===== src/design/fault_pkg.sv =====
/*
  fault_pkg: constants, register offsets, field positions and carrier types
  for the processor fault classification and escalation unit.
  Assumes a single core clock and a plain register port with read data
  valid one cycle after the read strobe.
*/
package fault_pkg;

  // register offsets (byte addresses)
  localparam logic [7:0] OFS_PROTECT_CAUSE = 8'h00;
  localparam logic [7:0] OFS_BUS_CAUSE     = 8'h04;
  localparam logic [7:0] OFS_USAGE_CAUSE   = 8'h08;
  localparam logic [7:0] OFS_HARD_CAUSE    = 8'h0c;
  localparam logic [7:0] OFS_PROTECT_ADDR  = 8'h10;
  localparam logic [7:0] OFS_BUS_ADDR      = 8'h14;
  localparam logic [7:0] OFS_CONTROL       = 8'h18;
  localparam logic [7:0] OFS_PRIORITY      = 8'h1c;
  localparam logic [7:0] OFS_STATE         = 8'h20;

  // protect cause bits
  localparam int PF_INSTR   = 0;
  localparam int PF_DATA    = 1;
  localparam int PF_UNSTACK = 3;
  localparam int PF_STACK   = 4;
  localparam int PF_ADDR_OK = 7;
  // bus cause bits
  localparam int BF_FETCH   = 0;
  localparam int BF_EXACT   = 1;
  localparam int BF_INEXACT = 2;
  localparam int BF_UNSTACK = 3;
  localparam int BF_STACK   = 4;
  localparam int BF_ADDR_OK = 7;
  // usage cause bits
  localparam int UF_UNDEF   = 0;
  localparam int UF_STATE   = 1;
  localparam int UF_RETURN  = 2;
  localparam int UF_COPROC  = 3;
  localparam int UF_ALIGN   = 8;
  localparam int UF_DIVZERO = 9;
  // hard cause bits
  localparam int HF_VECTOR  = 1;
  localparam int HF_ESCALATED_FAULT_FLAG  = 30;
  // control bits
  localparam int CT_PROTECT_EN = 16;
  localparam int CT_BUS_EN     = 17;
  localparam int CT_USAGE_EN   = 18;
  // priority fields: protect [7:0], bus [15:8], usage [23:16]
  localparam int PRI_W = 8;

  // reset values
  localparam logic [31:0] CONTROL_RESET  = 32'h0000_0000;
  localparam logic [31:0] PRIORITY_RESET = 32'h0000_0000;

  // fixed priority levels; lower number is more urgent
  localparam logic signed [9:0] PRI_RESET = -10'sd3;
  localparam logic signed [9:0] PRI_NMI   = -10'sd2;
  localparam logic signed [9:0] PRI_HARD  = -10'sd1;
  localparam logic signed [9:0] PRI_IDLE  = 10'sd256;

  typedef enum logic [1:0] {
    KIND_NONE    = 2'b00,
    KIND_PROTECT = 2'b01,
    KIND_BUS     = 2'b10,
    KIND_USAGE   = 2'b11
  } fault_kind_t;

  // fault reports from pipeline and bus interface, one-cycle pulses
  typedef struct packed {
    logic        vector_bus_err;
    logic        fetch_bus_err;
    logic        exact_bus_err;
    logic        inexact_bus_err;
    logic        stack_bus_err;
    logic        unstack_bus_err;
    logic        instr_protect;
    logic        execute_never;
    logic        data_protect;
    logic        stack_protect;
    logic        unstack_protect;
    logic        coproc_access;
    logic        undefined_op;
    logic        bad_isa;
    logic        bad_return;
    logic        unaligned;
    logic        div_zero;
    logic [31:0] addr;
  } fault_report_t;

  // what the prioritiser is currently running
  typedef struct packed {
    logic             in_handler;
    logic             in_hard;
    logic             in_nmi;
    logic             stacking_bus;
    logic signed [9:0] level;
    fault_kind_t      kind;
  } exec_state_t;

  typedef enum logic [1:0] {
    RUN_NORMAL = 2'b00,
    RUN_LOCKUP = 2'b01
  } run_state_t;

endpackage : fault_pkg


===== src/design/fault_unit.sv =====
/*
  fault_unit: classifies fault reports into protect, bus, usage and hard
  faults, keeps sticky cause flags and fault addresses, escalates and locks up.
  Assumes fault reports are single-cycle pulses synchronous to clk_i and the
  prioritiser acts on the take strobes in the cycle they are raised.
*/
`timescale 1ns/1ps
module fault_unit
  import fault_pkg::*;
(
  // clock and reset
  input  wire logic          clk_i,
  input  wire logic          rst_i,
  // fault reports and execution context
  input  wire fault_report_t report_i,
  input  wire exec_state_t   exec_i,
  // register port
  input  wire logic [7:0]    addr_i,
  input  wire logic [31:0]   wdata_i,
  input  wire logic          wr_i,
  input  wire logic          rd_i,
  output logic [31:0]        rdata_o,
  // to the prioritiser
  output logic               take_protect_o,
  output logic               take_bus_o,
  output logic               take_usage_o,
  output logic               take_hard_o,
  output logic signed [9:0]  fault_level_o,
  output logic               lockup_o,
  output logic               halt_exec_o
);

  logic [7:0]  protect_cause;
  logic [7:0]  bus_cause;
  logic [15:0] usage_cause;
  logic [31:0] hard_cause;
  logic [31:0] protect_addr;
  logic [31:0] bus_addr;
  logic [31:0] control;
  logic [31:0] priority_cfg;
  run_state_t  run_state;

  logic        raw_protect;
  logic        raw_bus;
  logic        raw_usage;
  logic        want_protect;
  logic        want_bus;
  logic        want_usage;
  logic        esc_protect;
  logic        esc_bus;
  logic        esc_usage;
  logic        any_escalated;
  logic        hard_event;
  logic        hard_blocked;

  // software priority of one configurable fault kind
  function automatic logic signed [9:0] level_of(input fault_kind_t k,
                                                 input logic [31:0] pri);
    logic signed [9:0] lv;
    lv = PRI_IDLE;
    unique case (k)
      KIND_PROTECT: lv = $signed({2'b00, pri[PRI_W-1:0]});
      KIND_BUS:     lv = $signed({2'b00, pri[2*PRI_W-1:PRI_W]});
      KIND_USAGE:   lv = $signed({2'b00, pri[3*PRI_W-1:2*PRI_W]});
      KIND_NONE:    lv = PRI_IDLE;
    endcase
    return lv;
  endfunction : level_of

  // escalation test for a configurable fault of kind k
  function automatic logic must_escalate(input fault_kind_t k, input logic enabled,
                                         input exec_state_t ex,
                                         input logic [31:0] pri);
    logic same;
    logic lower;
    same  = ex.in_handler && (ex.kind == k);
    lower = ex.in_handler && (level_of(k, pri) >= ex.level);
    return same || lower || !enabled;
  endfunction : must_escalate

  // classification of raw causes
  always_comb begin
    raw_protect = report_i.instr_protect | report_i.execute_never
                | report_i.data_protect | report_i.stack_protect
                | report_i.unstack_protect;
    raw_bus     = report_i.fetch_bus_err | report_i.exact_bus_err
                | report_i.inexact_bus_err | report_i.stack_bus_err
                | report_i.unstack_bus_err;
    raw_usage   = report_i.coproc_access | report_i.undefined_op
                | report_i.bad_isa | report_i.bad_return
                | report_i.unaligned | report_i.div_zero;
  end

  // escalation decisions; bus stacking into own handler never escalates
  always_comb begin
    esc_protect = raw_protect
                && must_escalate(KIND_PROTECT, control[CT_PROTECT_EN], exec_i, priority_cfg);
    esc_bus     = raw_bus && !(exec_i.stacking_bus && report_i.stack_bus_err)
                && must_escalate(KIND_BUS, control[CT_BUS_EN], exec_i, priority_cfg);
    esc_usage   = raw_usage
                && must_escalate(KIND_USAGE, control[CT_USAGE_EN], exec_i, priority_cfg);
    any_escalated = esc_protect | esc_bus | esc_usage;
    want_protect  = raw_protect && !esc_protect;
    want_bus      = raw_bus && !esc_bus;
    want_usage    = raw_usage && !esc_usage;
    hard_event    = report_i.vector_bus_err | any_escalated;
    // hard fault yields to nmi, and never preempts itself
    hard_blocked  = exec_i.in_nmi;
  end

  // take strobes; nothing is taken once locked up
  always_comb begin
    take_protect_o = want_protect && run_state == RUN_NORMAL;
    take_bus_o     = want_bus && run_state == RUN_NORMAL;
    take_usage_o   = want_usage && run_state == RUN_NORMAL;
    take_hard_o    = hard_event && !exec_i.in_hard && !hard_blocked
                   && run_state == RUN_NORMAL;
    fault_level_o  = take_hard_o    ? PRI_HARD :
                     take_protect_o ? level_of(KIND_PROTECT, priority_cfg) :
                     take_bus_o     ? level_of(KIND_BUS, priority_cfg) :
                     take_usage_o   ? level_of(KIND_USAGE, priority_cfg) : PRI_IDLE;
    lockup_o       = run_state == RUN_LOCKUP;
    halt_exec_o    = run_state == RUN_LOCKUP;
  end

  // lockup: left only through reset
  always_ff @(posedge clk_i or posedge rst_i) begin
    if (rst_i) begin
      run_state <= RUN_NORMAL;
    end else if (hard_event && exec_i.in_hard) begin
      run_state <= RUN_LOCKUP;
    end
  end

  // software configuration: enables and priorities
  always_ff @(posedge clk_i or posedge rst_i) begin
    if (rst_i) begin
      control      <= CONTROL_RESET;
      priority_cfg <= PRIORITY_RESET;
    end else if (wr_i) begin
      if (addr_i == OFS_CONTROL) begin
        control <= wdata_i & 32'h0007_0000;
      end
      if (addr_i == OFS_PRIORITY) begin
        priority_cfg <= {8'h00, wdata_i[23:0]};
      end
    end
  end

  // protect cause: write one to clear, a new event wins over the clear
  always_ff @(posedge clk_i or posedge rst_i) begin
    if (rst_i) begin
      protect_cause <= 8'h00;
      protect_addr  <= 32'h0000_0000;
    end else begin
      protect_cause <= (protect_cause
                        & ~((wr_i && addr_i == OFS_PROTECT_CAUSE) ? wdata_i[7:0] : 8'h00))
                     | {3'b000, report_i.stack_protect, report_i.unstack_protect, 1'b0,
                        report_i.data_protect,
                        report_i.instr_protect | report_i.execute_never};
      if (report_i.data_protect && !protect_cause[PF_ADDR_OK]) begin
        protect_addr           <= report_i.addr;
        protect_cause[PF_ADDR_OK] <= 1'b1;
      end
    end
  end

  // bus cause and bus address
  always_ff @(posedge clk_i or posedge rst_i) begin
    if (rst_i) begin
      bus_cause <= 8'h00;
      bus_addr  <= 32'h0000_0000;
    end else begin
      bus_cause <= (bus_cause
                    & ~((wr_i && addr_i == OFS_BUS_CAUSE) ? wdata_i[7:0] : 8'h00))
                 | {3'b000, report_i.stack_bus_err, report_i.unstack_bus_err,
                    report_i.inexact_bus_err, report_i.exact_bus_err,
                    report_i.fetch_bus_err};
      if (report_i.exact_bus_err && !bus_cause[BF_ADDR_OK]) begin
        bus_addr              <= report_i.addr;
        bus_cause[BF_ADDR_OK] <= 1'b1;
      end
    end
  end

  // usage cause
  always_ff @(posedge clk_i or posedge rst_i) begin
    if (rst_i) begin
      usage_cause <= 16'h0000;
    end else begin
      usage_cause <= (usage_cause
                      & ~((wr_i && addr_i == OFS_USAGE_CAUSE) ? wdata_i[15:0] : 16'h0000))
                   | {6'h00, report_i.div_zero, report_i.unaligned, 4'h0,
                      report_i.coproc_access, report_i.bad_return,
                      report_i.bad_isa, report_i.undefined_op};
    end
  end

  // hard cause
  always_ff @(posedge clk_i or posedge rst_i) begin
    if (rst_i) begin
      hard_cause <= 32'h0000_0000;
    end else begin
      hard_cause <= (hard_cause
                     & ~((wr_i && addr_i == OFS_HARD_CAUSE) ? wdata_i : 32'h0000_0000))
                  | ({31'h0, report_i.vector_bus_err} << HF_VECTOR)
                  | ({31'h0, any_escalated} << HF_ESCALATED_FAULT_FLAG);
    end
  end

  // read data, one cycle after the strobe; unmapped reads zero
  always_ff @(posedge clk_i or posedge rst_i) begin
    if (rst_i) begin
      rdata_o <= 32'h0000_0000;
    end else if (rd_i) begin
      unique case (addr_i)
        OFS_PROTECT_CAUSE: rdata_o <= {24'h0, protect_cause};
        OFS_BUS_CAUSE:     rdata_o <= {24'h0, bus_cause};
        OFS_USAGE_CAUSE:   rdata_o <= {16'h0, usage_cause};
        OFS_HARD_CAUSE:    rdata_o <= hard_cause;
        OFS_PROTECT_ADDR:  rdata_o <= protect_addr;
        OFS_BUS_ADDR:      rdata_o <= bus_addr;
        OFS_CONTROL:       rdata_o <= control;
        OFS_PRIORITY:      rdata_o <= priority_cfg;
        OFS_STATE:         rdata_o <= {31'h0, run_state == RUN_LOCKUP};
        default:           rdata_o <= 32'h0000_0000;
      endcase
    end else begin
      rdata_o <= 32'h0000_0000;
    end
  end

endmodule : fault_unit


===== config.mk =====
export PLATFORM = sky130hd
export DESIGN_NAME = fault_unit
export DESIGN_NICKNAME = d
export VERILOG_FILES = /design/src/design/fault_pkg.sv /design/src/design/fault_unit.sv
export SDC_FILE = /design/constraint.sdc
export NUM_CORES = 1
export LEC_CHECK = 0
export BUFFER_PORTS_ARGS = -buffer_cell sky130_fd_sc_hd__buf_2
export CAP_MARGIN = 10
export CORE_AREA = 3 3 132 134
export CTS_BUF_LIST = sky130_fd_sc_hd__clkbuf_4 sky130_fd_sc_hd__clkbuf_8
export CTS_CLUSTER_SIZE = 24
export DETAILED_ROUTE_END_ITERATION = 7
export DIE_AREA = 0 0 135 137
export PLACE_DENSITY = 0.77
export SYNTH_ARGS = -nofsm -noshare
export SYNTH_HDL_FRONTEND = slang
export SYNTH_SLANG_ARGS = --single-unit

===== constraint.sdc =====
create_clock -name clk_i -period 6.8 [get_ports clk_i]
set_clock_uncertainty 0.2 [all_clocks]
set_input_delay 1.36 -clock clk_i [delete_from_list [all_inputs] [get_ports clk_i]]
set_output_delay 1.36 -clock clk_i [all_outputs]
set_load 0.005 [all_outputs]

==> metrics.md, run 1 <==
| Metric | Value |
|---|---|
| Number of max-cap violations | 0 |
| Fin. Hold Viols | 0 |
| Power, Total | ~2.5 mW |
| Cts hold-fix bufs | 0 |
| CTS Buf Count | 17 |
| CP Max Fanout | 11 |
| CP Launch Type | input port |
| Clk_lat worst skew | 0.46 ns |
| Final min period | 5.43 ns |
| GRT Util Overall | 25.0% |
| Fin cells | 1060 |
| Ys async rst share | 100% |
| Outcome | finished, final reports clean |
| Die X | 135 um |
| Clk root buf | clkbuf_8 |
| Most common cell in the netlist | dfrtp_1 |
| Residual DRC count | 0 |
| Vias per cell | 6.04 |
| RSZ-0062 raised after global routing | no |
| Longest Clk Path Bufs | 2 |
| Layout cell share with drive strength beyond 1 | 36.4% |
| Clk pin slew, worst setup/hold paths | 0.09 ns |
| Initial Util | 51.5% |
| Post-synth EDFFs | 0 |
| WL per Instance | 21.7 um |
| Critical path class | input port to output pin |
| Hold_ws | 0.287 ns |
| Final #Nets | roughly 960 |
| Synth unique cells | 55 |
| Post-DP HPWL | 16200 um |
| Global-route wire length before repair | 35300 um |
| Yosys top cell by area | dfrtp_1 |
| Most area-consuming cells after synthesis | dfrtp_1, mux2_2, a21boi_0 |
| Total negative slack | 0 ns |
| Fill count | between 1000 and 1500 |
| Synth Flop Type | dfrtp_1 |
| Initial antenna violation count | 1 |
| CP cell instances | buf_2, inv_1, ha_1, a211oi_1, o2111ai_1, a41o_1, and2_4, a2111oi_4, o22ai_1, buf_2 |
| FP Rows | 47 |
| Clock net sink count | 188 |
| Worst path required time | 5.24 ns |
| Max-slew violation count | 0 |
| Syn_area_per_cell | 12.4 sq um |
| Die H | 137 um |
| Input/output buffers | ~160 |
| Slew headroom | 19.0% |
| Top cells by count, synth | dfrtp_1, mux2_2, nand2_1 |
| CP Capture Type | output pin |
| Grt total ovfl | 0 |
| Drt total wl | 23000 um |
| Synth warn | 0 |
| Post-route antenna net violation count | 0 |
| Largest net degree at the start of global routing | around 140 |
| Placer Congestion | between 0.9 and 1 |
| Io pins | 157 |
| Leak | 4.43 nW |
| Post-CTS Repair Setup Buffers | 0 |
| Critical-path top delay cell | a2111oi_4 |
| Critical path's most frequent cell | buf_2 |
| Fmax | 184 MHz |
| Post-placement cell count | 1027 |
| CTS tree | yes |
| Synth Net Count | 815 |
| Iter 0 DRT Violations | 710 |
| CORE AREA | between 15000 and 20000 sq um |
| Final period utilization | approximately four fifths |
| Worst slew pin tran | 1.21 ns |
| CP top delay family | compound AO/OA/AOI/OAI gates |
| Worst min-delay path category | register to register |
| Worst Path Buf+Inv | 3 |
| P&R area growth vs syn | 16.4% |
| Vias | 6400 |
| Critical path data arrival time | 3.87 ns |
| Htree depth | 4 |
| PwrDens | ~260 nW/um^2 |
| Die area | 18500 sq um |
| PostCTS Resize Cnt | 0 |
| Max VDD drop | 0.148 mV |
| Seq/Total Area, Yosys | 55.7% |
| Synthesis-stage register bit count | around 190 |
| Finish-stage setup viols | 0 |
| Post-Synthesis Cell Area | approximately 8400 sq um |
| Mapped Cells | 682 |
| Vias in the first global route | 6337 |
| Drt first pass iters | 7 |
| Post-synth top area share | approximately 56% |
| Worst stage delay on the critical path | 0.77 ns |
state kept, by name, summed over array words and instances (netlist names):
name           flops
priority_cfg      24
hard_cause        32
bus_addr          32
usage_cause       16
bus_cause          8
run_state          1
rdata_o           32
protect_addr      32
protect_cause      8
control            3
cells by family (layout without fill, tap and decap cells):
| group | count (synthesis) | after routing | share of synthesized area [%] |
|---|---|---|---|
| compound gates | 200 | 200 | 18.0 |
| fa+ha+maj | 24 | 24 | 3.56 |
| buf+inv | 58 | 215 | 3.07 |
| flops | 188 | 188 | 55.7 |
| mux | 91 | 91 | 12.1 |
| other cells | 0 | 1 | 0 |
| simple gates | 121 | 121 | 7.51 |
placed cells by master (no fill, tap or decap), types with 3 or more instances in the layout:
master	count
dfrtp_1	188
buf_2	156
mux2_2	91
nand2_1	46
a21boi_0	45
a21oi_1	35
a222oi_1	33
nor2_1	24
ha_1	24
a22oi_1	20
a21o_1	20
clkbuf_8	18
inv_1	16
nand3b_1	9
a31oi_1	8
a311oi_1	8
o22ai_1	8
buf_4	8
nor3_1	6
nand2b_1	5
nor3_2	4
a211oi_1	4
or4_1	3
nor2b_1	3
o21ai_0	3
inv_6	3
clkinv_2	3
bufinv_16	3
area by class of cell:
| cell class | instances | area [sq um] | share of cell area (%) |
|---|---|---|---|
| sequential | 188 | 4700 | 47.9 |
| multi-input combinational | 436 | 3510 | 35.7 |
| timing repair buffer | 164 | 841 | 8.55 |
| tap | 220 | 275 | 2.80 |
| clock buffer | 19 | 255 | 2.60 |
| clock inverter | 13 | 164 | 1.67 |
| inverter | 19 | 78.8 | 0.802 |
| antenna | 1 | 2.50 | 0.0255 |
metal layers:
| layer | GRT usage [%] | wire length [um] | vias to the layer above |
|---|---|---|---|
| met4 | 7.56 | 422 | 0 |
| met1 | 35.3 | 9820 | 3175 |
| met5 | 0 | 0 | - |
| li1 | - | - | 2874 |
| met2 | 38.6 | 10700 | 319 |
| met3 | 6.21 | 2060 | 32 |
path summary, 6_finish.rpt:
| check | start | end | slack [ns] | cells after the start |
|---|---|---|---|---|
| max | exec_i[9] | fault_level_o[7] | 1.37 | 10 |
| min | protect_cause[4]$_DFF_PP0_ | protect_cause[4]$_DFF_PP0_ | 0.29 | 1 |
| max reg2reg | priority_cfg[7]$_DFFE_PP0P_ | run_state[0]$_DFFE_PP0P_ | 3.92 | 7 |
| min reg2reg | protect_cause[4]$_DFF_PP0_ | protect_cause[4]$_DFF_PP0_ | 0.29 | 1 |
| max in group asynchronous | rst_i | hard_cause[25]$_DFF_PP0_ | 4.27 | 3 |
| min in group asynchronous | rst_i | rdata_o[4]$_DFF_PP0_ | 0.90 | 2 |
stage by stage:
step                      utilization [%]  setup slack, ns  cell area [sq um]
after floorplan                         -            0.126               8440
after global placement               57.3             1.44               9410
after detailed placement             57.3             1.40               9410
after CTS                            59.9             1.41               9830
after global routing                 59.9             1.22               9830
final                                59.9             1.37               9830
worst register-to-register path, stage by stage (launching register included):
cell,delay [ns]
dfrtp_1,0.47
ha_1,0.31
a211oi_1,0.24
nand4b_1,0.16
a211oi_1,0.36
nor3_1,0.16
a2111oi_4,0.73
o21bai_1,0.12
power by group:
part,internal (mW),switching [mW]
Sequential,1.32,0.116
Combinational,0.193,0.129
Clock,0.380,0.396
Total,1.89,0.641
(Power assumes the default switching activity.)
==> run 2: changes to the inputs <==
==> constraint.sdc (replaced) <==
create_clock -name clk_i -period 4.6 [get_ports clk_i]
set_clock_uncertainty 0.2 [all_clocks]
set_input_delay 0.92 -clock clk_i [delete_from_list [all_inputs] [get_ports clk_i]]
set_output_delay 0.92 -clock clk_i [all_outputs]
set_load 0.005 [all_outputs]
==> metrics.md, run 2 (synthesized netlist as in run 1, its figures left out) <==
| Metric | Value |
|---|---|
| PostCTS Resize Cnt | 0 |
| Worst R2R Path Depth | 8 |
| Vias per cell | 6.09 |
| Number of max-cap violations | 0 |
| P&R area growth vs syn | 17.4% |
| Finish-stage setup viols | 0 |
| Total negative slack | 0 ns |
| Die H | 137 um |
| Worst r2r src | priority_cfg[7]$_DFFE_PP0P_ |
| Post-CTS Repair Setup Buffers | 0 |
| Placer Congestion | 0.926 |
| Input/output buffers | 156 |
| Combinational share of power | 12.6% |
| Outcome | finished, final reports clean |
| GRT Util Overall | 25.9% |
| RSZ-0062 raised after global routing | no |
| Vias in the first global route | 6611 |
| Leak | 4.47 nW |
| Max VDD drop | about 0.19 mV |
| Worst min-delay path category | input port to asynchronous set/reset pin |
| Worst path required time | 3.48 ns |
| Slew headroom | 19.2% |
| Iter 0 DRT Violations | 679 |
| Worst slew pin tran | approximately 1.2 ns |
| Post-DP HPWL | 16600 um |
| CP Capture Type | output pin |
| Max-slew violation count | 0 |
| CP Launch Type | input port |
| Global-route wire length before repair | 36200 um |
| Fill count | 1326 |
| Register share of total power | 55.8% |
| Initial antenna violation count | 2 |
| Sw frac | 25.0% |
| Pint | roughly 2.9 mW |
| Final period utilization | around 95% |
| Post-route antenna net violation count | 0 |
| Drt total wl | 23500 um |
| Critical path class | input port to output pin |
| Htree depth | 4 |
| Clk pin slew, worst setup/hold paths | 0.09 ns |
| Fmax | about 230 MHz |
| Psw | ~0.95 mW |
| Grt total ovfl | 0 |
| PwrDens | 385 nW/um^2 |
| Residual DRC count | 0 |
| CORE AREA | 16400 sq um |
| Post-placement cell count | ~1000 |
| Drt first pass iters | 6 |
| Power, Total | approximately 3.8 mW |
| Die area | roughly 18000 sq um |
| Most frequent cells in the layout | dfrtp_1, buf_2, mux2_2 |
| Setup slack, reg-to-reg | just under 2 ns |
| Critical path data arrival time | between 3 and 4 ns |
| Die X | 135 um |
| Clk root buf | clkbuf_8 |
| WL per Instance | 22.0 um |
| CP Max Fanout | 10 |
| Final #Nets | around 970 |
| Clk pwr share | 31.5% |
| Clk_lat worst skew | 0.48 ns |
| Worst R2R End | run_state[0]$_DFFE_PP0P_ |
| Longest Clk Path Bufs | 2 |
| CTS Buf Count | 17 |
| CTS tree | yes |
| Final min period | 4.38 ns |
| Clock net sink count | 188 |
| Vias | 6513 |
| Cts hold-fix bufs | 0 |
| Fin. Hold Viols | 0 |
| Largest net degree at the start of global routing | 75 |
| Io pins | 157 |
| Layout cell share with drive strength beyond 1 | 36.8% |
| Initial Util | about 51% |
| Fin cells | between 1000 and 1500 |
| Most common cell after layout, fill and taps aside | dfrtp_1 |
| FP Rows | 47 |
run 2: changes by cell type in the layout (fill, tap and decap cells not counted), sizes merged:
cell      previous run  this run
inv                 22        19
clkinvlp             2         4
clkinv               5         2
buf                164       173
diode                1         3
bufinv               3         4
clkbuf              19        20
run 2: worst max-delay path by stage:
stage / startpoint / slack, ns / endpoint
floorplan: exec_i[9] / 0.64 / fault_level_o[9]
global placement: exec_i[8] / 0.32 / fault_level_o[8]
detailed placement: exec_i[9] / 0.26 / fault_level_o[6]
CTS: exec_i[9] / 0.23 / fault_level_o[6]
global route: exec_i[9] / 0.04 / fault_level_o[3]
finish: exec_i[9] / 0.22 / fault_level_o[6]
run 2: final cells by class:
class / count / area (sq um) / share of cell area (%)
clock buffer: 20 / 269 / 2.71
inverter: 19 / 75.1 / 0.757
sequential: 188 / 4700 / 47.5
antenna: 3 / 7.51 / 0.0757
timing repair buffer: 173 / 908 / 9.16
tap: 220 / 275 / 2.78
multi-input combinational: 436 / 3510 / 35.4
clock inverter: 10 / 165 / 1.67
run 2: layer usage:
metal	GRT usage, %	wire length (um)	vias to the layer above
li1	-	-	2884
met1	36.1	9910	3273
met2	40.6	11200	323
met3	5.29	1940	33
met4	8.96	452	0
met5	0	0	-
run 2: per-stage QoR:
| step | util (%) | setup slack, ns | instance area (sq um) | hold slack, ns |
|---|---|---|---|---|
| floorplan | - | 0.638 | 8450 | 0.249 |
| global placement | 57.7 | 0.324 | 9470 | 0.261 |
| detailed placement | 57.7 | 0.256 | 9470 | 0.269 |
| CTS | 60.4 | 0.232 | 9900 | 0.204 |
| global route | 60.4 | 0.0419 | 9910 | 0.224 |
| finish | 60.4 | 0.219 | 9910 | 0.224 |
run 2: worst max-delay path, cell delays in order:
cell       delay (ns)
buf_2            0.10
inv_1            0.11
ha_1             0.26
a211oi_1         0.21
o2111ai_1        0.15
a41o_1           0.35
a221o_1          0.50
a311oi_1         0.38
o22ai_1          0.14
buf_2            0.15
run 2: power groups by stage:
stage	combinational [mW]	clock (mW)	sequential [mW]
after floorplan	0.356	0	2.09
after global placement	0.465	0	2.14
after detailed placement	0.485	0	2.15
after CTS	0.486	1.22	2.12
after global routing	0.538	1.28	2.16
final	0.481	1.20	2.13
==> run 3: changes to the inputs <==
--- a/config.mk
+++ b/config.mk
@@ -7,12 +7,14 @@
 export LEC_CHECK = 0
 export BUFFER_PORTS_ARGS = -buffer_cell sky130_fd_sc_hd__buf_2
 export CAP_MARGIN = 10
-export CORE_AREA = 3 3 132 134
+export CORE_AREA = 3 3 95 187
 export CTS_BUF_LIST = sky130_fd_sc_hd__clkbuf_4 sky130_fd_sc_hd__clkbuf_8
 export CTS_CLUSTER_SIZE = 24
 export DETAILED_ROUTE_END_ITERATION = 7
-export DIE_AREA = 0 0 135 137
+export DIE_AREA = 0 0 98 190
+export HOLD_SLACK_MARGIN = 0.15
 export PLACE_DENSITY = 0.77
+export RECOVER_POWER = 25
 export SYNTH_ARGS = -nofsm -noshare
 export SYNTH_HDL_FRONTEND = slang
 export SYNTH_SLANG_ARGS = --single-unit
==> metrics.md, run 3 (synthesized netlist as in run 1, its figures left out) <==
| Metric | Value |
|---|---|
| GRT Util Overall | 26.3% |
| Die area | around 19000 sq um |
| Largest net degree at the start of global routing | 81 |
| Critical path class | input port to output pin |
| Fin. Hold Viols | 0 |
| Most frequent cells in the layout | dfrtp_1, buf_2, mux2_2 |
| CP Max Fanout | 11 |
| Clk pin slew, worst setup/hold paths | around 0.1 ns |
| Vias per cell | 6.19 |
| Worst path required time | 3.48 ns |
| CP cell instances | buf_2, inv_1, ha_1, a211oi_1, o2111ai_1, a41o_1, and2_4, a2111oi_4, o22ai_1, buf_2 |
| Hold_ws | 0.291 ns |
| Number of max-cap violations | 3 |
| Hold path start | hard_cause[30]$_DFF_PP0_ |
| Placer Congestion | 0.899 |
| Max-slew violation count | 158 |
| Worst min-delay path category | register to register |
| Die H | 190 um |
| PostCTS Resize Cnt | 0 |
| Residual DRC count | 0 |
| Setup slack, reg-to-reg | around 1.8 ns |
| Post-route antenna net violation count | 0 |
| Htree depth | 4 |
| Worst slew pin tran | just under 2 ns |
| Max VDD drop | 0.315 mV |
| Longest Clk Path Bufs | 2 |
| FP Rows | 66 |
| Global-route wire length before repair | 37500 um |
| Layout cell share with drive strength beyond 1 | 36.8% |
| Critical-path top delay cell | a2111oi_4 |
| CTS tree | yes |
| Cts hold-fix bufs | 0 |
| Io pins | 157 |
| Pre-CTS setup slack | about 0.22 ns |
| Grt total ovfl | 0 |
| Drt first pass iters | 6 |
| Fin area | 9830 sq um |
| Critical Path Start | exec_i[9] |
| CTS Buf Count | 17 |
| Failing checks | capacitance limit, slew limit |
| WL per Instance | 22.7 um |
| Clk_lat worst skew | around 0.48 ns |
| P&R area growth vs syn | 16.4% |
| Final min period | 4.38 ns |
| Post-DP HPWL | 17400 um |
| Initial Util | 51.4% |
| Iter 0 DRT Violations | 601 |
| Vias in the first global route | roughly 7000 |
| Post-placement cell count | around 1000 |
| Most common cell after layout, fill and taps aside | dfrtp_1 |
| Vias | 6522 |
| Util after Layout | 59.8% |
| Initial antenna violation count | 3 |
| Outcome | complete, but fails checks |
| Total negative slack | 0 ns |
| Placed Area | approximately 9500 sq um |
| Slew headroom | -32.9% |
| Critical path data arrival time | ~3.3 ns |
| Fmax | 228 MHz |
| Fin cells | 1054 |
| Critical path's most frequent cell | buf_2 |
| PwrDens | 374 nW/um^2 |
| Worst setup margin | roughly 0.22 ns |
| CORE AREA | 16400 sq um |
| Clk root buf | clkbuf_8 |
| Input/output buffers | 156 |
| Power, Total | 3.68 mW |
| RSZ-0062 raised after global routing | no |
| Clock net sink count | 188 |
| Final #Nets | 968 |
| Worst r2r src | priority_cfg[15]$_DFFE_PP0P_ |
| Worst stage delay on the critical path | 0.64 ns |
| CP Capture Type | output pin |
| CP Launch Type | input port |
| Leak | approximately 4.5 nW |
| Final period utilization | 95.2% |
| Drt total wl | between 20000 and 25000 um |
| Post-CTS Repair Setup Buffers | 0 |
| Die X | 98 um |
| Finish-stage setup viols | 0 |
==> run 3: routing by layer <==
layer	global-route usage, %	up-vias	part of all wire (%)
met5	0	-	0.029
met1	30.2	3265	36
li1	-	2884	-
met2	44.7	296	51
met3	5.28	75	7.0
met4	16.4	2	6.0
==> run 3: final timing paths <==
path,endpoint,cells after the start
hold / removal,hard_cause[30]$_DFF_PP0_,1
setup / recovery,fault_level_o[0],10
min in group asynchronous,rdata_o[6]$_DFF_PP0_,2
hold reg to reg,hard_cause[30]$_DFF_PP0_,1
setup reg to reg,run_state[0]$_DFFE_PP0P_,7
max in group asynchronous,rdata_o[15]$_DFF_PP0_,3
==> run 3: area by class of cell <==
cell class,instances,area [sq um]
antenna,2,5.00
clock buffer,18,241
clock inverter,14,143
fill,1378,6600
inverter,19,72.6
multi-input combinational,436,3510
sequential,188,4700
tap,204,255
timing repair buffer,173,902
==> run 3: critical path, delay by kind of cell <==
family | cells | cell delay [ns]
AO/OA/AOI/OAI | 5 | 1.52
buffers and inverters | 3 | 0.35
adder cells (fa/ha/maj) | 1 | 0.26
AND/OR/NAND/NOR | 1 | 0.20
==> run 3: power breakdown <==
| group | leakage [nW] | switching, mW | internal, mW |
|---|---|---|---|
| Sequential | 2.38 | 0.183 | 1.95 |
| Combinational | 1.88 | 0.193 | 0.286 |
| Clock | 0.199 | 0.653 | 0.413 |
